`src/include/stm_pkg.sv`:
```
package stm_pkg;

  ////////////////////////////////////////////////////////////////////////////
  // clocking
  localparam int unsigned MCLK_HZ      = 20_000_000;
  localparam int unsigned SUB_CLOCK_HZ = 32_768;
  localparam int unsigned SUB_DIV      = MCLK_HZ / SUB_CLOCK_HZ;
  localparam logic [9:0]  SUB_LAST     = 10'(SUB_DIV - 1);
  localparam logic [5:0]  DIV4_MASK    = 6'h03;
  localparam logic [5:0]  DIV16_MASK   = 6'h0F;
  localparam logic [5:0]  DIV64_MASK   = 6'h3F;

  ////////////////////////////////////////////////////////////////////////////
  // register byte addresses
  localparam logic [7:0] ADDR_CTRL0   = 8'h00;
  localparam logic [7:0] ADDR_CTRL1   = 8'h04;
  localparam logic [7:0] ADDR_CNT_LO  = 8'h08;
  localparam logic [7:0] ADDR_CNT_HI  = 8'h0C;
  localparam logic [7:0] ADDR_CMPA_LO = 8'h10;
  localparam logic [7:0] ADDR_CMPA_HI = 8'h14;

  ////////////////////////////////////////////////////////////////////////////
  // reset values
  localparam logic [7:0] CTRL0_RESET = 8'h00;
  localparam logic [7:0] CTRL1_RESET = 8'h00;
  localparam logic [9:0] CNT_RESET   = 10'h000;
  localparam logic [9:0] CMPA_RESET  = 10'h000;
  localparam logic [7:0] HOLD_RESET  = 8'h00;

  ////////////////////////////////////////////////////////////////////////////
  // field codes
  localparam logic [2:0] PERIOD_OVERFLOW = 3'h0;
  localparam logic [6:0] PERIOD_LOW_ZERO = 7'h00;
  localparam logic [1:0] PIN_FN_KEEP     = 2'h0;
  localparam logic [1:0] PIN_FN_LOW      = 2'h1;
  localparam logic [1:0] PIN_FN_HIGH     = 2'h2;
  localparam logic [1:0] PIN_FN_TOGGLE   = 2'h3;
  localparam logic [1:0] PWM_FN_INACTIVE = 2'h0;
  localparam logic [1:0] PWM_FN_ACTIVE   = 2'h1;
  localparam logic [1:0] PWM_FN_WAVE     = 2'h2;
  localparam logic [1:0] PWM_FN_SINGLE   = 2'h3;
  localparam logic [1:0] CAP_FN_RISE     = 2'h0;
  localparam logic [1:0] CAP_FN_FALL     = 2'h1;
  localparam logic [1:0] CAP_FN_BOTH     = 2'h2;

  typedef enum logic [1:0] {
    MODE_COMPARE,
    MODE_CAPTURE,
    MODE_PWM,
    MODE_TIMER
  } mode_e;

  typedef enum logic [2:0] {
    CLK_SYS_DIV4,
    CLK_SYS,
    CLK_HIGH_DIV16,
    CLK_HIGH_DIV64,
    CLK_SUB_A,
    CLK_SUB_B,
    CLK_EXT_RISE,
    CLK_EXT_FALL
  } clk_sel_e;

  typedef struct packed {
    logic       pause_bit;
    clk_sel_e   clock_select_field;
    logic       module_on_bit;
    logic [2:0] period_value_field;
  } ctrl0_s;

  typedef struct packed {
    mode_e      operating_mode_field;
    logic [1:0] pin_function_field;
    logic       output_control_bit;
    logic       polarity_bit;
    logic       duty_select_bit;
    logic       clear_select_bit;
  } ctrl1_s;

endpackage

```
`src/design/stm_timer.sv`:
```
// What this block does
// - counter clock picked from eight codes: divided, system, sub, pin edges
// - ten-bit counter counts only upward on each selected clock tick
// - period value compared with counter's top three bits, with the low seven bits zero
// - compare-A value compared with all ten counter bits
// - on bit rising clears counter and starts it; single pulse trigger also clears it
// - on bit falling stops counting and holds counter value
// - pause holds counter, though a single pulse trigger still clears it; clearing pause resumes from that value
// - overflow or selected match clears counter and raises an event
// - separate events for compare-A match and period match
// - compare mode: on bit rising restores output to its initial level
// - inverted output pin always opposite of timer output pin
// - compare mode: match drives output low, high or toggles
// - capture mode: rising, falling or both edges of capture pin
// - single pulse mode: external clock pin is the start trigger
// - compare-A low byte write goes only to shared holding buffer
// - compare-A high byte write stores high byte and copies buffer to low byte
// - high byte read returns high byte and loads low byte into buffer
// - low byte read returns the holding buffer
// - counter readable only; compare-A readable and writable
// - period match every code times 128 ticks; zero means 1024
// - clear select picks compare-A or period/overflow clearing in compare and timer modes
module stm_timer
  import stm_pkg::*;
(
  // clock and reset
  input  wire logic        i_mclk,
  input  wire logic        i_rst_n,
  // apb slave
  input  wire logic        i_psel,
  input  wire logic        i_penable,
  input  wire logic        i_pwrite,
  input  wire logic [7:0]  i_paddr,
  input  wire logic [31:0] i_pwdata,
  output logic      [31:0] o_prdata,
  output logic             o_pready,
  output logic             o_pslverr,
  // timer pins
  input  wire logic        i_ext_clock_trigger_pin,
  input  wire logic        i_capture_input_pin,
  output logic             o_timer_output_pin,
  output logic             o_inverted_output_pin,
  // match events
  output logic             o_irq_compare_a,
  output logic             o_irq_period
);

  ////////////////////////////////////////////////////////////////////////////
  // prescaler for divided and sub clocks
  logic [5:0] pre_q;
  logic [5:0] pre_d;
  logic [9:0] sub_q;
  logic [9:0] sub_d;

  always_comb begin
    pre_d = pre_q + 6'h01;
    sub_d = (sub_q == SUB_LAST) ? 10'h000 : sub_q + 10'h001;
  end

  always_ff @(posedge i_mclk) begin
    if (!i_rst_n) begin
      pre_q <= 6'h00;
      sub_q <= 10'h000;
    end else begin
      pre_q <= pre_d;
      sub_q <= sub_d;
    end
  end

  ////////////////////////////////////////////////////////////////////////////
  // main state
  ctrl0_s      c0_q;
  ctrl0_s      c0_d;
  ctrl1_s      c1_q;
  ctrl1_s      c1_d;
  logic [9:0]  cnt_q;
  logic [9:0]  cnt_d;
  logic [9:0]  compare_a_value_q;
  logic [9:0]  compare_a_value_d;
  logic [7:0]  buf_q;
  logic [7:0]  buf_d;
  logic [31:0] prdata_q;
  logic [31:0] prdata_d;
  logic        pready_q;
  logic        pready_d;
  logic        pslverr_q;
  logic        pslverr_d;
  logic        ext_prev_q;
  logic        cap_prev_q;
  logic        out_q;
  logic        out_d;
  logic        tp_q;
  logic        tpb_q;
  logic        pulse_q;
  logic        pulse_d;
  logic        irq_a_q;
  logic        irq_a_d;
  logic        irq_p_q;
  logic        irq_p_d;

  logic        acc_go;
  logic        wr;
  logic        rd;
  logic        unmapped;
  logic [31:0] rdata;
  logic        on_rise;
  logic        tick;
  logic        running;
  logic        count_step;
  logic [10:0] inc;
  logic        hit_a;
  logic        hit_p;
  logic        clr_on_a;
  logic        ext_rise;
  logic        ext_fall;
  logic        cap_ev;
  logic        single_mode;
  logic        active;
  ctrl0_s      wr_c0;

  always_comb begin
    // one wait state so that read data comes from a flip-flop;
    // writes land at the completing edge, where pready is seen high
    acc_go    = i_psel & i_penable & ~pready_q;
    wr        = i_psel & i_penable & pready_q & i_pwrite;
    rd        = acc_go & ~i_pwrite;
    wr_c0     = ctrl0_s'(i_pwdata[7:0]);
    c0_d      = c0_q;
    c1_d      = c1_q;
    compare_a_value_d    = compare_a_value_q;
    buf_d     = buf_q;
    rdata     = 32'h0000_0000;
    unmapped  = 1'b0;
    on_rise   = 1'b0;

    if (i_paddr == ADDR_CTRL0) begin
      rdata = {24'h00_0000, c0_q};
      if (wr) begin
        c0_d    = wr_c0;
        on_rise = wr_c0.module_on_bit & ~c0_q.module_on_bit;
      end
    end else if (i_paddr == ADDR_CTRL1) begin
      rdata = {24'h00_0000, c1_q};
      if (wr) begin
        c1_d = ctrl1_s'(i_pwdata[7:0]);
      end
    end else if (i_paddr == ADDR_CNT_LO) begin
      rdata = {24'h00_0000, buf_q};
    end else if (i_paddr == ADDR_CNT_HI) begin
      rdata = {30'h0000_0000, cnt_q[9:8]};
      if (rd) begin
        buf_d = cnt_q[7:0];
      end
    end else if (i_paddr == ADDR_CMPA_LO) begin
      rdata = {24'h00_0000, buf_q};
      if (wr) begin
        buf_d = i_pwdata[7:0];
      end
    end else if (i_paddr == ADDR_CMPA_HI) begin
      rdata = {30'h0000_0000, compare_a_value_q[9:8]};
      if (wr) begin
        compare_a_value_d = {i_pwdata[1:0], buf_q};
      end else if (rd) begin
        buf_d = compare_a_value_q[7:0];
      end
    end else begin
      unmapped = 1'b1;
    end

    pready_d  = acc_go;
    pslverr_d = acc_go & unmapped;
    prdata_d  = rd ? rdata : prdata_q;

    //////////////////////////////////////////////////////////////////////////
    // counter clock selection
    ext_rise = i_ext_clock_trigger_pin & ~ext_prev_q;
    ext_fall = ~i_ext_clock_trigger_pin & ext_prev_q;
    case (c0_q.clock_select_field)
      CLK_SYS_DIV4:   tick = (pre_q & DIV4_MASK) == DIV4_MASK;
      CLK_SYS:        tick = 1'b1;
      CLK_HIGH_DIV16: tick = (pre_q & DIV16_MASK) == DIV16_MASK;
      CLK_HIGH_DIV64: tick = pre_q == DIV64_MASK;
      CLK_SUB_A:      tick = sub_q == SUB_LAST;
      CLK_SUB_B:      tick = sub_q == SUB_LAST;
      CLK_EXT_RISE:   tick = ext_rise;
      default:        tick = ext_fall;
    endcase

    //////////////////////////////////////////////////////////////////////////
    // counting and matching
    single_mode = (c1_q.operating_mode_field == MODE_PWM)
                  && (c1_q.pin_function_field == PWM_FN_SINGLE);
    running     = c0_q.module_on_bit & ~c0_q.pause_bit
                  & (~single_mode | pulse_q);
    count_step  = running & tick & ~on_rise;
    inc         = {1'b0, cnt_q} + 11'h001;
    hit_a       = inc[9:0] == compare_a_value_q;
    if (c0_q.period_value_field == PERIOD_OVERFLOW) begin
      hit_p = inc[10];
    end else begin
      hit_p = (inc[9:7] == c0_q.period_value_field)
              && (inc[6:0] == PERIOD_LOW_ZERO);
    end
    clr_on_a = c1_q.clear_select_bit
               && ((c1_q.operating_mode_field == MODE_COMPARE)
                   || (c1_q.operating_mode_field == MODE_TIMER));

    cnt_d   = cnt_q;
    pulse_d = pulse_q;
    irq_a_d = 1'b0;
    irq_p_d = 1'b0;
    if (on_rise) begin
      cnt_d   = CNT_RESET;
      pulse_d = 1'b0;
    end else if (count_step) begin
      irq_a_d = hit_a;
      irq_p_d = hit_p;
      if (clr_on_a ? hit_a : hit_p) begin
        cnt_d = CNT_RESET;
      end else begin
        cnt_d = inc[9:0];
      end
      if (single_mode && hit_a) begin
        pulse_d = 1'b0;
      end
    end
    if (single_mode && c0_q.module_on_bit && ext_rise && !pulse_q) begin
      pulse_d = 1'b1;
      cnt_d   = CNT_RESET;
    end

    //////////////////////////////////////////////////////////////////////////
    // capture input
    cap_ev = 1'b0;
    if (c1_q.operating_mode_field == MODE_CAPTURE && c0_q.module_on_bit) begin
      case (c1_q.pin_function_field)
        CAP_FN_RISE: cap_ev = i_capture_input_pin & ~cap_prev_q;
        CAP_FN_FALL: cap_ev = ~i_capture_input_pin & cap_prev_q;
        CAP_FN_BOTH: cap_ev = i_capture_input_pin ^ cap_prev_q;
        default:     cap_ev = 1'b0;
      endcase
    end
    if (cap_ev) begin
      irq_a_d = 1'b1;
      if (!(wr && i_paddr == ADDR_CMPA_HI)) begin
        compare_a_value_d = cnt_q;
      end
    end

    //////////////////////////////////////////////////////////////////////////
    // output level
    out_d  = out_q;
    active = c1_q.output_control_bit;
    case (c1_q.operating_mode_field)
      MODE_COMPARE: begin
        if (on_rise) begin
          out_d = c1_q.output_control_bit;
        end else if (count_step && hit_a) begin
          case (c1_q.pin_function_field)
            PIN_FN_LOW:    out_d = 1'b0;
            PIN_FN_HIGH:   out_d = 1'b1;
            PIN_FN_TOGGLE: out_d = ~out_q;
            default:       out_d = out_q;
          endcase
        end
      end
      MODE_PWM: begin
        case (c1_q.pin_function_field)
          PWM_FN_INACTIVE: out_d = ~active;
          PWM_FN_ACTIVE:   out_d = active;
          PWM_FN_WAVE: begin
            if (c1_q.duty_select_bit) begin
              out_d = (cnt_d[9:7] < c0_q.period_value_field) ? active : ~active;
            end else begin
              out_d = (cnt_d < compare_a_value_q) ? active : ~active;
            end
          end
          default:         out_d = pulse_d ? active : ~active;
        endcase
      end
      default: out_d = out_q;
    endcase
  end

  always_ff @(posedge i_mclk) begin
    if (!i_rst_n) begin
      c0_q       <= ctrl0_s'(CTRL0_RESET);
      c1_q       <= ctrl1_s'(CTRL1_RESET);
      cnt_q      <= CNT_RESET;
      compare_a_value_q     <= CMPA_RESET;
      buf_q      <= HOLD_RESET;
      prdata_q   <= 32'h0000_0000;
      pready_q   <= 1'b0;
      pslverr_q  <= 1'b0;
      ext_prev_q <= 1'b0;
      cap_prev_q <= 1'b0;
      out_q      <= 1'b0;
      tp_q       <= 1'b0;
      tpb_q      <= 1'b1;
      pulse_q    <= 1'b0;
      irq_a_q    <= 1'b0;
      irq_p_q    <= 1'b0;
    end else begin
      c0_q       <= c0_d;
      c1_q       <= c1_d;
      cnt_q      <= cnt_d;
      compare_a_value_q     <= compare_a_value_d;
      buf_q      <= buf_d;
      prdata_q   <= prdata_d;
      pready_q   <= pready_d;
      pslverr_q  <= pslverr_d;
      ext_prev_q <= i_ext_clock_trigger_pin;
      cap_prev_q <= i_capture_input_pin;
      out_q      <= out_d;
      tp_q       <= out_d ^ c1_d.polarity_bit;
      tpb_q      <= ~(out_d ^ c1_d.polarity_bit);
      pulse_q    <= pulse_d;
      irq_a_q    <= irq_a_d;
      irq_p_q    <= irq_p_d;
    end
  end

  assign o_prdata              = prdata_q;
  assign o_pready              = pready_q;
  assign o_pslverr             = pslverr_q;
  assign o_timer_output_pin    = tp_q;
  assign o_inverted_output_pin = tpb_q;
  assign o_irq_compare_a       = irq_a_q;
  assign o_irq_period          = irq_p_q;
endmodule

```
`config.mk`:
```
export PLATFORM = sky130hd
export DESIGN_NAME = stm_timer
export DESIGN_NICKNAME = d
export VERILOG_FILES = /design/src/include/stm_pkg.sv /design/src/design/stm_timer.sv
export SDC_FILE = /design/constraint.sdc
export NUM_CORES = 1
export LEC_CHECK = 0
export ABC_AREA = 1
export BUFFER_PORTS_ARGS = -buffer_cell sky130_fd_sc_hd__buf_4
export CELL_PAD_IN_SITES_DETAIL_PLACEMENT = 0
export CELL_PAD_IN_SITES_GLOBAL_PLACEMENT = 2
export CORE_ASPECT_RATIO = 1.4
export CORE_UTILIZATION = 33
export DETAILED_ROUTE_END_ITERATION = 12
export GPL_TIMING_DRIVEN = 1
export MAX_ROUTING_LAYER = met4
export PLACE_DENSITY = 0.95
export REMOVE_ABC_BUFFERS = 1
export SKIP_LAST_GASP = 1
export SLEW_MARGIN = 20
export SYNTH_ARGS = -nofsm -noshare
export SYNTH_HDL_FRONTEND = slang
export SYNTH_SLANG_ARGS = --single-unit
```
`constraint.sdc`:
```
create_clock -name i_mclk -period 10.4 [get_ports i_mclk]
set_input_delay 2.6 -clock i_mclk [delete_from_list [all_inputs] [get_ports i_mclk]]
set_output_delay 2.6 -clock i_mclk [all_outputs]
set_load 0.01 [all_outputs]
```
Yosys cells after proc, flatten, opt, wreduce, memory -nomap -nowiden
Index checks and enable logic that the tools add are counted.
{ "classes": {"addsub": 3, "n_eq_ne": 27, "n_bitwise": 36, "n_lt_le_gt_ge": 2, "reduce_logical": 25, "mux": 58} }
{ "op_table": {"columns": ["operator", "n"], "rows": [
  ["10-bit 2-to-1 mux", 13],
  ["8-bit 2-to-1 mux", 12],
  ["1-bit 2-to-1 mux", 24],
  ["1-bit NOT", 18],
  ["8-bit by 4-bit equality test with 1-bit output, second input constant", 2],
  ["8-bit by 5-bit equality test with 1-bit output, second input constant", 2],
  ["1-bit AND", 15],
  ["10-bit by 1-bit adder with 11-bit output, second input constant", 1],
  ["10-bit by 1-bit adder with 10-bit output, second input constant", 1],
  ["10-bit equality test", 1],
  ["10-bit equality test, second input constant", 1],
  ["2-bit equality test, second input constant", 5],
  ["1-bit logical AND", 10],
  ["10-bit < comparator", 1],
  ["3-bit equality test, second input constant", 3],
  ["3-bit 2-to-1 mux", 3],
  ["1-bit one-hot mux with 3 select lines", 3],
  ["8-bit by 3-bit equality test with 1-bit output, second input constant", 1],
  ["8-bit zero test", 1],
  ["8-bit AND reduction", 1],
  ["7-bit zero test", 1],
  ["6-bit by 1-bit adder with 6-bit output, second input constant", 1],
  ["3-bit by 2-bit equality test with 1-bit output, second input constant", 2],
  ["6-bit equality test, second input constant", 1],
  ["22 further kinds", 28]
]} }
{ "word_totals": {"input_bits": 47, "wordCells": 177, "output_inout_bits": 38, "ff_bits": 102} }

Logic depth before layout (Yosys ltp)
Gate-level depths: netlist of the first run.
{ "depth": {"word_depth": 17, "depth_mapped": 32, "ltp_nobuf": 32} }

Worst setup path after synthesis of the first run
OpenSTA, ideal clock, no wires.
{ "synth_path": {"kind": "in2reg", "startpoint": "in i_paddr[1]", "endpoint": "reg tp_q, in the netlist o_timer_output_pin", "n_path_buf": 1, "stages": 23, "path_slack_ps": 4933, "setup_time_ps": 126, "required_time_ps": 10274, "t_arrival_ps": 5342, "cell_sequence": "nor2_1 > inv_1 > nor3_1 > nand2_1 > nor2_2 > nand3_1 > nand2_1 > buf_1 > nor2_1 > ha_1 > a21oi_1 > nand3b_1 > a21oi_1 > a2111oi_0 > nand2_1 > nand2_1 > nand2_1 > nand3_1 > nand3_2 > nand2_1 > nand2_1 > nand2_1 > nor2_2"} }
{ "synth_via": {"elab_chain_cells": 13, "word_cells_on_any_way": 25, "cone_classes": "order compare: 2; eq/ne: 1; mux: 17; bitwise: 3; reduce/logical: 2"} }
{ "synth_rtl": {"columns": ["element", "line_no", "text"], "rows": [
  ["start, declared", "stm_timer.sv:33", "input wire logic [7:0] i_paddr,"],
  ["8-bit zero test (*)", "stm_timer.sv:136", "if (i_paddr == ADDR_CTRL0) begin"],
  ["1-bit 2-to-1 mux (*)", "stm_timer.sv:136", null],
  ["1-bit NOT", "stm_timer.sv:195", "count_step = running & tick & ~on_rise;"],
  ["1-bit AND", "stm_timer.sv:195", null],
  ["10-bit 2-to-1 mux", "stm_timer.sv:215", "end else if (count_step) begin"],
  ["10-bit 2-to-1 mux (*)", "stm_timer.sv:212", "if (on_rise) begin"],
  ["10-bit 2-to-1 mux (*)", "stm_timer.sv:227", "if (single_mode && c0_q.module_on_bit && ext_rise && !pulse_q) begin"],
  ["net cnt_d[3]", "stm_timer.sv:77", "logic [9:0] cnt_d;"],
  ["10-bit < comparator (*)", "stm_timer.sv:275", "out_d = (cnt_d < compare_a_value_q) ? active : ~active;"],
  ["1-bit 2-to-1 mux (*)", "stm_timer.sv:275", null],
  ["1-bit 2-to-1 mux (*)", "stm_timer.sv:272", "if (c1_q.duty_select_bit) begin"],
  ["1-bit one-hot mux with 3 select lines (*)", "stm_timer.sv:268", "case (c1_q.pin_function_field)"],
  ["1-bit one-hot mux with 2 select lines (*)", "stm_timer.sv:254", "case (c1_q.operating_mode_field)"],
  ["1-bit bitwise XOR (*)", "stm_timer.sv:315", "tp_q <= out_d ^ c1_d.polarity_bit;"],
  ["end signal, assigned", "stm_timer.sv:315", null],
  ["end, declared", "stm_timer.sv:92", "logic tp_q;"]
]} }
Mark *: on every way through the listed nets, which the timed path passes. The rest lies on a longest branch.
A chain may end at the register's enable or synchronous reset.

Worst setup path after layout of the first run
Same ends and word-level chain as after synthesis.

==> flow_summary.ini, run 1 <==
[outcome]
status = completed

[place]
post-dp-hpwl_um = 11000
finalWeightedCongestion = 0.893
io_buffers = 36

[yosys]
synth.distinct_cells = 45
yosysSeqAreaShare_pct = 33.1
synth_warnings = 0
syn_area_per_cell_um2 = 6.72
synthArstFlopShare_pct = 0
synth_ff_type = dfxtp_1
synth_area_mm2 = 0.00471
synth_edf_count = 0
synthCells = 701
synth_seq_cells = 78

[pwr]
power_density_mw_per_mm2 = 122
power_mw = 0.651
ir_drop_uv = 77.0
p_leak_nw = 2.31

[timing]
final-hold-violation-count = 0
rsz0062_at_grt = no
fin_crit_ps = 6440
setup_violations = 0
fin_worst_skew_ps = 9.37
whs_ps = 451
setup_tns_ps = 0
drv_slew = 0
slew_headroom_pct = 37.5
maxClockFrequency_mhz = 155
tightest_slew_ps = 937
period_share_pct = 61.9

[cts]
cts_resized = 0
ctsHoldBuffers = 0
cts_setup_buffers = 0
cts.sinks = 78
htree_levels = 3
cts_tree = yes
insertion_delay_ps = 350
ctsRootBufferMaster = clkbuf_16
max-clock-path-buffers = 2
clk_pin_slew_ps = 70
cts_buffers = 9

[die]
num_io_pins = 85
initial_core_util_pct = 33.9
core_area_mm2 = 0.0139
rows = 51
die-area_mm2 = 0.0148
die_w_um = 103
die_y_um = 143

[finish]
final_nets = 799
drive_gt1_share_pct = 11.4
area_growth_pct = 13.5
antenna_cells = 0

[route]
first_iter_violations = 216
drc_errors = 0
vias = 4624
dr.pass1.iters = 7
ant_nets = 0
viasPerCell = 5.02
wire_per_inst_um = 15.4
wl_um = 14200

[critical_path]
critPathMaxStageDelay_ps = 540
crit_path_end_kind = flip-flop
crit_chain = buf_4 > nor2_1 > inv_1 > nor3_1 > nand2_1 > nor2_2 > nand3_1 > nand2_1 > nor2_1 > ha_1 > a21oi_1 > nand3b_1 > a21oi_1 > a2111oi_0 > nand2_1 > nand2_1 > nand2_1 > nand3_1 > nand3_2 > nand2_1 > nand2_1 > nand2_1 > nor2_2
cp_max_fo = 15
crit_required_ps = 10630
crit_buf_inv = 2
critPathTopFamily = simple AND/OR/NAND/NOR gates
crit_path_frequent_cell = nand2_1
crit_arrival_ps = 6670
path_class = in2reg
crit_slowest_cell = nand2_1
worstSetupStartpointType = input port

[flow_run]
max_cap_viol_count = 0

[global_routing]
grt_pass1_vias = 4401
grt_pass1_wl_um = 22100
overflow = 0
grt_use_total_pct = 20.7
grt_max_degree = 46
antenna_found_initial = 0

[min_path]
min_path_type = reg2reg
==> worst paths after layout <==
| path | end | depth (start not counted) | slack (ps) | startpoint |
|---|---|---|---|---|
| worst max-delay path | o_timer_output_pin$_SDFF_PN0_ | 23 | 3960 | i_paddr[1] |
| worst min-delay path | pre_q[0]$_SDFF_PN0_ | 1 | 450 | pre_q[0]$_SDFF_PN0_ |
| worst max register to register | o_timer_output_pin$_SDFF_PN0_ | 28 | 6000 | c1_q[6]$_SDFFE_PN0P_ |
| worst min register to register | pre_q[0]$_SDFF_PN0_ | 1 | 450 | pre_q[0]$_SDFF_PN0_ |
==> power breakdown <==
group	switching [mW]	internal, mW	total (mW)
Combinational	0.0227	0.0124	0.0351
Clock	0.144	0.166	0.310
Sequential	0.00280	0.303	0.306
==> cell usage after synthesis (8+ instances only) <==
cell,count,area share (%)
nor2_1,63,5.0
o21ai_0,69,7.3
ha_1,20,5.3
a21oi_1,63,6.7
nand3_1,36,3.8
nor2_2,8,1.1
nor3_1,18,1.9
dfxtp_1,78,33
nand2_2,10,1.3
o22ai_1,13,1.7
buf_4,24,3.8
inv_1,96,7.6
nand2_1,128,10
clkbuf_1,13,1.0
==> layer usage <==
metal / wire length, um / track usage, % / share of wire (%)
met1: 5650 / 21.4 / 40
met2: 7550 / 37.3 / 53
met3: 554 / 3.60 / 3.9
met4: 455 / 9.56 / 3.2
met5: 0 / - / 0
==> cell usage in the layout, fill, tap and decap left out, drive strengths merged, types with 13 or more instances in the layout <==
cell / count
nand3: 40
dfxtp: 78
conb: 24
buf: 38
o22ai: 13
inv: 100
ha: 20
o21ai: 72
nand2: 138
a21oi: 65
nor2: 72
nor3: 18
==> through the flow <==
stage	setup slack, ps	cell area (um2)	util [%]	instances
after floorplan	4760	4540	-	683
after global placement	3730	5060	36.4	906
after detailed placement	3690	5060	36.4	906
after CTS	4020	5350	38.4	922
after global routing	3550	5350	38.4	922
final	3960	5350	38.4	922
==> kinds of logic after synthesis <==
kind of cell             synth area share [%]
flip-flops                               33.1
AND/OR/NAND/NOR                          27.4
adder cells (fa/ha/maj)                  5.31
XOR/XNOR                                0.930
buffers and inverters                    13.2
other                                  0.0796
AO/OA/AOI/OAI                            19.9
==> area by class of cell <==
cell class	count	area (um2)
clock inverters	7	61.3
clock buffers	9	225
flip-flops and latches	78	1560
multi-input cells	507	2610
repair buffers	38	285
fillers	1514	8570
inverters	98	368
well taps	185	231
==> flip-flops by register name, indices dropped and copies added, names as in the netlist <==
name	count
o_pready	1
o_prdata	8
pre_q	6
sub_q	10
out_q	1
ext_prev_q	1
cap_prev_q	1
compare_a_value_q	10
o_irq_compare_a	1
o_pslverr	1
cnt_q	10
buf_q	8
o_timer_output_pin	1
c1_q	7
o_irq_period	1
active	1
o_inverted_output_pin	1
pulse_q	1
c0_q	8
Power figures use the tool's default switching activity.
==> run 2, diff against run 1 <==
- CORE_UTILIZATION: 33 -> 31
- PLACE_DENSITY: 0.95 -> 0.92
- clock period: 10.4 -> 6.4 ns (I/O delays scaled with it)
==> run 2 against run 1 <==
Utilization down 1.8 points. Routed wire length down 2.2%. Critical path depth up 2. Clock skew down 2.4 ps. Die area up 6.3%. Sequential share of layout area down 0.12 points. Via count up 0.22%. Cell area up 0.42%. Cell count up 0.65%. Register-to-register slack worse by 3700 ps. Non-clock buffer count up 2.
==> flow_summary.ini, run 2 (synthesized netlist as in run 1, its figures left out) <==
[global_routing]
grt_pass1_wl_um = 22300
grt_pass1_vias = 4413
grt_use_total_pct = 18.9
overflow = 0
grt_max_degree = 46
antenna_found_initial = 0

[timing]
fin_ws_ps = 1340
whs_ps = 453
rsz0062_at_grt = no
period_share_pct = 79.0
final-hold-violation-count = 0
maxClockFrequency_mhz = 198
fin_crit_ps = 5060
fin_worst_skew_ps = 6.99
setup_tns_ps = 0
slew_headroom_pct = 32.1
drv_slew = 0
setup_violations = 0
tightest_slew_ps = 1020

[pwr]
share_comb_of_total_power_pct = 5.3
p_int_mw = 0.791
switchingPower_mw = 0.266
p_leak_nw = 2.33
p_seq_share_pct = 46.9
clkPwrFrac_pct = 47.7
power_density_mw_per_mm2 = 197
ir_drop_uv = 97.1
switching_share_pct = 25.2
power_mw = 1.06

[die]
die_w_um = 106
die_y_um = 148
num_io_pins = 85
core_area_mm2 = 0.0146
rows = 52
die-area_mm2 = 0.0157
initial_core_util_pct = 32.2

[critical_path]
crit_path_end = o_timer_output_pin$_SDFF_PN0_
r2r_end = o_timer_output_pin$_SDFF_PN0_
crit_required_ps = 6640
path_class = in2reg
cp_max_fo = 15
r2r_start = cnt_q[1]$_SDFF_PN0_
crit_path_frequent_cell = nand2_1
reg2reg_depth = 30
worstSetupStartpointType = input port
critPathMaxStageDelay_ps = 550
crit_slowest_cell = nand2_1
crit_arrival_ps = 5290
r2r_slack_ps = 2290
crit_path_end_kind = flip-flop
cp-startpoint = i_paddr[1]

[outcome]
status = completed

[cts]
ctsHoldBuffers = 0
cts.sinks = 78
clk_pin_slew_ps = 70
max-clock-path-buffers = 2
ctsRootBufferMaster = clkbuf_16
cts_setup_buffers = 0
cts_tree = yes
cts_buffers = 9
insertion_delay_ps = 340
cts_resized = 0
htree_levels = 3

[finish]
layout.cells.most_common_list = nand2_1 (128), inv_1 (96), dfxtp_1 (78)
layout.cells.most_common = nand2_1
fin_area_mm2 = 0.00537
antenna_cells = 0
area_growth_pct = 13.9
nFillCells = 1579
final_nets = 801
drive_gt1_share_pct = 11.6
top_regs = cnt_q x10, compare_a_value_q x10, sub_q x10

[route]
first_iter_violations = 213
wl_um = 13900
ant_nets = 0
dr.pass1.iters = 4
drc_errors = 0
viasPerCell = 4.99
vias = 4634
wire_per_inst_um = 15.0

[place]
pre_cts_slack_ps = 1030
post-dp-hpwl_um = 10900
dpl_cell_area_mm2 = 0.00508
io_buffers = 36
finalWeightedCongestion = 0.890

[flow_run]
max_cap_viol_count = 0

[min_path]
min_path_type = reg2reg
-- run 2: power by group through the flow --
stage / Clock [mW] / Sequential (mW) / Combinational (mW)
final: 0.505 / 0.497 / 0.0563
after global routing: 0.537 / 0.497 / 0.0630
after CTS: 0.518 / 0.497 / 0.0569
after detailed placement: 0 / 0.508 / 0.0568
after global placement: 0 / 0.507 / 0.0555
after floorplan: 0 / 0.508 / 0.0267
-- run 2: layer usage --
layer,up-vias,track usage (%),part of all wire [%]
li1,2348,-,-
met1,2149,20.5,41
met2,111,33.1,52
met3,26,3.40,3.8
met4,0,8.89,3.4
met5,-,-,0
-- run 2: cell type report --
type / instances / area (um2) / share of cell area [%]
clock inverters: 6 / 50.0 / 0.932
multi-input cells: 507 / 2610 / 48.7
inverters: 98 / 368 / 6.85
clock buffers: 10 / 239 / 4.45
flip-flops and latches: 78 / 1560 / 29.1
well taps: 189 / 236 / 4.41
repair buffers: 40 / 300 / 5.59
-- run 2: worst max-delay path, delay by kind of cell --
kind,cells,cell delay [ps]
AOI/OAI and AO/OA,2,540
buffers and inverters,5,540
and+or+nand+nor,17,2300
adders and majority gates,1,290
-- run 2: worst min-delay path by stage --
| stage | to | cells after the start | start |
|---|---|---|---|
| floorplan | pre_q[0]$_SDFF_PN0_ | 1 | pre_q[0]$_SDFF_PN0_ |
| global placement | pre_q[0]$_SDFF_PN0_ | 1 | pre_q[0]$_SDFF_PN0_ |
| detailed placement | pre_q[0]$_SDFF_PN0_ | 1 | pre_q[0]$_SDFF_PN0_ |
| CTS | pre_q[0]$_SDFF_PN0_ | 1 | pre_q[0]$_SDFF_PN0_ |
| global route | pre_q[0]$_SDFF_PN0_ | 1 | pre_q[0]$_SDFF_PN0_ |
| finish | pre_q[0]$_SDFF_PN0_ | 1 | pre_q[0]$_SDFF_PN0_ |
-- run 2: metrics by stage --
stage               std cells  util, %
detailed placement        912     34.7
finish                    928     36.7
global route              928     36.7
floorplan                 683        -
global placement          912     34.7
CTS                       928     36.7
